File: src/sse_defs.vh
/*
 * constants for the subtract and sleep execution unit.
 * assumes a core decoder that presents one decoded operation per instruction cycle.
 */
`ifndef SSE_DEFS_VH
`define SSE_DEFS_VH
// operation select codes
`define SSE_OP_NONE        3'h0
`define SSE_OP_LIT_SUB     3'h1
`define SSE_OP_FILE_SUB    3'h2
`define SSE_OP_FILE_SUBB   3'h3
`define SSE_OP_SLEEP       3'h4
// destination bit values
`define SSE_DEST_WORK      1'h0
`define SSE_DEST_FILE      1'h1
// reset values
`define SSE_WORK_RST       8'h00
`define SSE_WDT_RST        8'h00
`define SSE_PRESC_RST      8'h00
// status flag reset values: carry/dc/zero clear, power-down and time-out bits high
`define SSE_FLAG_RST       1'h0
`define SSE_STATUS_N_RST   1'h1
`endif

File: src/sse_exec.v
/*
 * execution unit for literal/file subtracts, subtract with borrow, and enter-sleep.
 * assumes the core supplies the addressed file value in the same cycle as the op strobe
 * and writes back o_file_data when o_file_we pulses; watchdog ticks come from a divider.
 */
`default_nettype none
`include "sse_defs.vh"

// Notes on behaviour
// - literal subtract: 8-bit difference of literal minus working register
// - literal subtract writes working register, updates carry, digit carry, zero
// - sleep loads zero into watchdog counter and clears its prescaler
// - sleep clears power-down status bit, sets time-out status bit, leaves carry, digit carry and zero unchanged
// - after sleep the core halts with oscillator stopped; no operands
// - file subtract: file register minus working register, address 0 to 127
// - file subtract destination 0 goes to working, 1 back to file
// - borrow subtract: file minus working minus inverted carry, updates flags
// - borrow subtract destination 0 to working, 1 back to file
module sse_exec #(
  parameter WIDTH       = 8,
  parameter ADDR_WIDTH  = 7,
  parameter PRESC_WIDTH = 8
) (
  input  wire                  i_mclk,
  input  wire                  i_rst,
  input  wire                  i_op_valid,
  input  wire [2:0]            i_op_sel,
  input  wire [WIDTH-1:0]      i_literal,
  input  wire [ADDR_WIDTH-1:0] i_file_addr,
  input  wire                  i_dest,
  input  wire [WIDTH-1:0]      i_file_rdata,
  input  wire                  i_wdt_tick,
  input  wire                  i_wake,
  output reg  [WIDTH-1:0]      o_work,
  output reg                   o_carry_flag,
  output reg                   o_digit_carry_flag,
  output reg                   o_zero_flag,
  output reg                   o_power_down_status_n,
  output reg                   o_timeout_status_n,
  output reg                   o_file_we,
  output reg  [ADDR_WIDTH-1:0] o_file_waddr,
  output reg  [WIDTH-1:0]      o_file_data,
  output reg  [WIDTH-1:0]      o_watchdog_counter,
  output reg                   o_sleeping,
  output reg                   o_osc_run
);

  // ********************************
  // subtract core
  // ********************************
  // a - b - borrow with borrow outs from bits 3 and 7 (inverted to carry)
  function [WIDTH+1:0] sub_fn;
    input [WIDTH-1:0] a;
    input [WIDTH-1:0] b;
    input             bin;
    reg   [WIDTH:0]   full;
    reg   [4:0]       low;
    begin
      full   = {1'b0, a} - {1'b0, b} - {{WIDTH{1'b0}}, bin};
      low    = {1'b0, a[3:0]} - {1'b0, b[3:0]} - {4'h0, bin};
      sub_fn = {~full[WIDTH], ~low[4], full[WIDTH-1:0]};
    end
  endfunction

  reg [PRESC_WIDTH-1:0] presc;
  reg [WIDTH-1:0]       sub_a;
  reg                   sub_bin;
  reg [WIDTH+1:0]       sub_res;

  // ********************************
  // op decode
  // ********************************
  // ops arriving while halted are dropped; the core must wait for wake
  function op_is;
    input       valid;
    input       halted;
    input [2:0] sel;
    input [2:0] code;
    begin
      op_is = valid && !halted && (sel == code);
    end
  endfunction

  wire do_lit  = op_is(i_op_valid, o_sleeping, i_op_sel, `SSE_OP_LIT_SUB);
  wire do_file = op_is(i_op_valid, o_sleeping, i_op_sel, `SSE_OP_FILE_SUB);
  wire do_fsbb = op_is(i_op_valid, o_sleeping, i_op_sel, `SSE_OP_FILE_SUBB);
  wire do_slp  = op_is(i_op_valid, o_sleeping, i_op_sel, `SSE_OP_SLEEP);
  wire do_sub  = do_lit | do_file | do_fsbb;

  always @* begin
    sub_a   = do_lit ? i_literal : i_file_rdata;
    sub_bin = do_fsbb ? ~o_carry_flag : 1'b0;
    sub_res = sub_fn(sub_a, o_work, sub_bin);
  end

  // ********************************
  // state update
  // ********************************
  always @(posedge i_mclk) begin
    if (i_rst) begin
      o_work                <= `SSE_WORK_RST;
      o_carry_flag          <= `SSE_FLAG_RST;
      o_digit_carry_flag    <= `SSE_FLAG_RST;
      o_zero_flag           <= `SSE_FLAG_RST;
      o_power_down_status_n <= `SSE_STATUS_N_RST;
      o_timeout_status_n    <= `SSE_STATUS_N_RST;
      o_file_we             <= 1'b0;
      o_file_waddr          <= {ADDR_WIDTH{1'b0}};
      o_file_data           <= {WIDTH{1'b0}};
      o_watchdog_counter    <= `SSE_WDT_RST;
      presc                 <= `SSE_PRESC_RST;
      o_sleeping            <= 1'b0;
      o_osc_run             <= 1'b1;
    end else begin
      o_file_we <= 1'b0;
      if (do_sub) begin
        o_carry_flag       <= sub_res[WIDTH+1];
        o_digit_carry_flag <= sub_res[WIDTH];
        o_zero_flag        <= (sub_res[WIDTH-1:0] == {WIDTH{1'b0}});
        if (do_lit || i_dest == `SSE_DEST_WORK) begin
          o_work <= sub_res[WIDTH-1:0];
        end else begin
          o_file_we    <= 1'b1;
          o_file_waddr <= i_file_addr;
          o_file_data  <= sub_res[WIDTH-1:0];
        end
      end
      // watchdog keeps counting through sleep; only i_wake ends sleep, the counter never does
      if (do_slp) begin
        o_watchdog_counter    <= `SSE_WDT_RST;
        presc                 <= `SSE_PRESC_RST;
        o_power_down_status_n <= 1'b0;
        o_timeout_status_n    <= 1'b1;
        o_sleeping            <= 1'b1;
        o_osc_run             <= 1'b0;
      end else begin
        if (i_wdt_tick) begin
          presc <= presc + {{(PRESC_WIDTH-1){1'b0}}, 1'b1};
          if (presc == {PRESC_WIDTH{1'b1}}) begin
            o_watchdog_counter <= o_watchdog_counter + {{(WIDTH-1){1'b0}}, 1'b1};
          end
        end
        if (o_sleeping && i_wake) begin
          o_sleeping <= 1'b0;
          o_osc_run  <= 1'b1;
        end
      end
    end
  end

endmodule // sse_exec
`default_nettype wire

File: config.mk
export PLATFORM = sky130hd
export DESIGN_NAME = sse_exec
export DESIGN_NICKNAME = d
export VERILOG_FILES = /design/src/sse_exec.v
export VERILOG_INCLUDE_DIRS = /design/src
export SDC_FILE = /design/constraint.sdc
export NUM_CORES = 1
export LEC_CHECK = 0
export BUFFER_PORTS_ARGS = -buffer_cell sky130_fd_sc_hd__buf_2
export CORE_AREA = 2 2 70 72
export CTS_BUF_LIST = sky130_fd_sc_hd__clkbuf_4 sky130_fd_sc_hd__clkbuf_8
export CTS_CLUSTER_DIAMETER = 100
export DETAILED_ROUTE_END_ITERATION = 8
export DIE_AREA = 0 0 72 74
export PLACE_DENSITY = 0.88
export SYNTH_ARGS = -nofsm -noshare
export SYNTH_HDL_FRONTEND = slang
export SYNTH_SLANG_ARGS = --single-unit
File: constraint.sdc
create_clock -name i_mclk -period 3.7 [get_ports i_mclk]
set_input_delay 0.185 -clock i_mclk [delete_from_list [all_inputs] [get_ports i_mclk]]
set_output_delay 0.185 -clock i_mclk [all_outputs]
set_load 0.02 [all_outputs]
==> metrics.md <==
| Metric | Value |
|---|---|
| Status | `completed` |
| RSZ-0062 raised after global routing | `no` |
| Syn nets | `317` |
| Post-synthesis sequential area ratio | `39.4%` |
| Initial core utilization | `between 50% and 60%` |
| Worst Path Arrival | `3.55 ns` |
| Detailed Place HPWL | `3810 um` |
| Worst path slowest cell | `or4_1` |
| Hold WC Path Type | `input pin to flip-flop` |
| Min cycle time layout | `about 3.3 ns` |
| Synthesized cell area | `around 2300 sq um` |
| Synth area leader | `dfxtp_1` |
| Number of synthesized register bits | `between 40 and 50` |
| Final nets | `383` |
| Primary FF master, synth | `dfxtp_1` |
| CP Launch Type | `flip-flop` |
| First-pass GRT wire length | `around 8000 um` |
| Gpl congestion | `slightly above 0.9` |
| DRC | `0` |
| Post-route ant nets | `0` |
| Ys async rst share | `0%` |
| WP buf/inv | `2` |
| CTS Buf Count | `5` |
| Critical Path RT | `roughly 3.9 ns` |
| Kind of critical path | `flip-flop to flip-flop` |
| Initial antenna violation count | `0` |
| Post-CTS setup buffer count | `0` |
| Crit path capture type | `flip-flop` |
| Maximum vdd drop | `roughly 160 uV` |
| Critical Path Most Common Cell | `ha_1` |
| Die width | `72 um` |
| I/O pin cnt | `just over 70` |
| Largest stage delay, worst path | `around 0.53 ns` |
| Synthesized instance count | `269` |
| R2R Setup Slk | `0.39 ns` |
| Die Ht | `74 um` |
| CP max FO | `9` |
| WL final | `4980 um` |
| Relative slew margins | `27.7%` |
| DR pass1 iterations | `4` |
| DRT iter0 DRCs | `about 60` |
| GRT Util Overall | `between 10% and 20%` |
| Delay-heaviest family, CP | `simple AND/OR/NAND/NOR gates` |
| Synth warnings | `0` |
| Share of cells above drive strength 1 | `approximately a quarter` |
| Synth area leaders | `dfxtp_1, ha_1, nand2_1, mux2i_1, nor2_1` |
| Core Area | `~4600 sq um` |
| Max-slew violation count | `0` |
| Most frequent cell after synthesis | `dfxtp_1` |
| Pin count of the biggest net entering global routing | `29` |
| Clk Tree Root Cell | `clkbuf_8` |
| Wirelength per Cell | `around 13 um` |
| WHS | `0.118 ns` |
| Number of synthesized flops with an enable pin | `0` |
| Yosys cell types | `46` |
| Row cnt | `25` |
| Sink Count | `between 40 and 50` |
| Clock Path Buffers | `2` |
| Vias per std cell | `approximately 5.3` |
| Least-Margin Pin Slew | `around 1.1 ns` |
| Share of the synthesized area in the top cell type | `between 30% and 40%` |
| IO buf count | `69` |
| Antenna cells | `0` |
| Number of setup violations in the final report | `0` |
| Max-cap violation count | `0` |
| CTS tree | `built` |
| Final hold vios | `0` |
| Syn Area/Cell | `between 8 and 9 sq um` |
| F_max | `between 0.3 and 0.4 GHz` |
| Vias in the first global route | `around 1900` |
| Setup TNS | `0 ns` |
| Clk Latency, worst-skew pair | `about 0.29 ns` |
| Final Skew | `approximately 0.005 ns` |
| Critical path cell sequence | `nor2b_1 > nand2_2 > buf_4 > mux2i_1 > ha_1 > inv_1 > ha_1 > a21bo_2 > and2b_2 > xnor2_1 > or4_1 > nor4_2 > a32o_1` |
| Final core utilization | `about three fifths` |
| Leakage power | `approximately 1.3 nW` |
| Commonest cells post-synth | `dfxtp_1, nand2_1, nor2_1` |
| Final-layout fill cell count | `397` |
| Total grt overflow | `0` |
| Vias | `roughly 2100` |
| PostCTS Resize Cnt | `0` |
| Layout area overhead | `19.5%` |
| Tcrit/Tclk final | `between 80% and 90%` |
| Htree depth | `2` |
| Die Area | `around 5300 sq um` |
| Clk slew on worst S/H paths | `around 0.08 ns` |
| PD cells | `370 nW/um^2` |
| Hold buffers post-CTS | `0` |
final timing paths:
check	from	endpoint	depth (start not counted)
max	o_sleeping$_SDFFE_PP0P_	o_zero_flag$_SDFFE_PP0P_	13
min reg2reg	o_file_data[6]$_SDFFE_PP0P_	o_file_data[6]$_SDFFE_PP0P_	2
min	i_file_addr[5]	o_file_waddr[5]$_SDFFE_PP0P_	3
max reg2reg	o_sleeping$_SDFFE_PP0P_	o_zero_flag$_SDFFE_PP0P_	13
kinds of logic (layout without fill, tap and decap cells):
family | count (synthesis) | in the layout | share of synthesized area, %
other | 1 | 1 | 0.160
DFF | 46 | 46 | 39.4
adders and majority gates | 16 | 16 | 9.21
buffers and inverters | 25 | 92 | 4.55
muxes | 14 | 14 | 6.00
AOI/OAI and AO/OA | 39 | 39 | 10.8
and+or+nand+nor | 108 | 108 | 22.4
xor gates and xnor gates | 20 | 20 | 7.49
report_power, final:
| part | total (mW) | switching, mW | leakage (nW) | internal [mW] |
|---|---|---|---|---|
| Clock | 0.306 | 0.166 | 0.0486 | 0.141 |
| Sequential | 0.522 | 0.0114 | 0.373 | 0.510 |
| Combinational | 0.207 | 0.123 | 0.856 | 0.0836 |
worst register-to-register path, cell delays in order (launching register included):
cell	delay, ns
dfxtp_1	0.35
nor2b_1	0.37
nand2_2	0.12
buf_4	0.21
mux2i_1	0.13
ha_1	0.27
inv_1	0.04
ha_1	0.33
a21bo_2	0.26
and2b_2	0.21
xnor2_1	0.15
or4_1	0.53
nor4_2	0.14
a32o_1	0.16
registers in the layout (all words and copies together), names as in the netlist:
name	count
o_watchdog_counter	8
o_carry_flag	1
o_osc_run	1
o_zero_flag	1
presc	8
o_work	8
o_sleeping	1
o_power_down_status_n	1
o_file_data	8
o_file_waddr	7
o_digit_carry_flag	1
o_file_we	1
cell type report:
| type | count | area (sq um) | share of cell area [%] |
|---|---|---|---|
| multi-input cells | 198 | 1310 | 46.9 |
| flip-flops and latches | 46 | 921 | 33.0 |
| repair buffers | 70 | 353 | 12.6 |
| clock buffers | 6 | 76.3 | 2.73 |
| well taps | 54 | 67.6 | 2.42 |
| inverters | 14 | 52.6 | 1.88 |
| clock inverters | 2 | 13.8 | 0.493 |
per-stage QoR:
stage | std cells | instance area [sq um] | total power [mW] | worst slack [ns]
finish | 390 | 2790 | 1.03 | 0.386
global route | 390 | 2790 | 1.09 | 0.138
CTS | 390 | 2790 | 1.05 | 0.392
detailed placement | 382 | 2700 | 0.738 | 0.399
global placement | 382 | 2700 | 0.735 | 0.507
floorplan | 269 | 2340 | 0.678 | 0.479
layer usage:
| metal | wire length, um | track usage [%] |
|---|---|---|
| met1 | 2190 | 24.1 |
| met3 | 244 | 3.66 |
| met4 | 73 | 6.50 |
| met2 | 2470 | 34.1 |
| met5 | 0 | 0 |
cells in the final DEF, fill, tap and decap left out, types with 5 or more instances in the layout:
| master | count |
|---|---|
| nor2_1 | 35 |
| mux2i_1 | 14 |
| ha_1 | 14 |
| nand3_1 | 7 |
| inv_1 | 14 |
| a21oi_1 | 17 |
| xor2_1 | 9 |
| dfxtp_1 | 46 |
| nand4_1 | 6 |
| xnor2_1 | 11 |
| clkbuf_8 | 5 |
| buf_2 | 69 |
| a211oi_1 | 5 |
| nand2_1 | 38 |
Note: power is estimated with default switching activity, not from simulation.
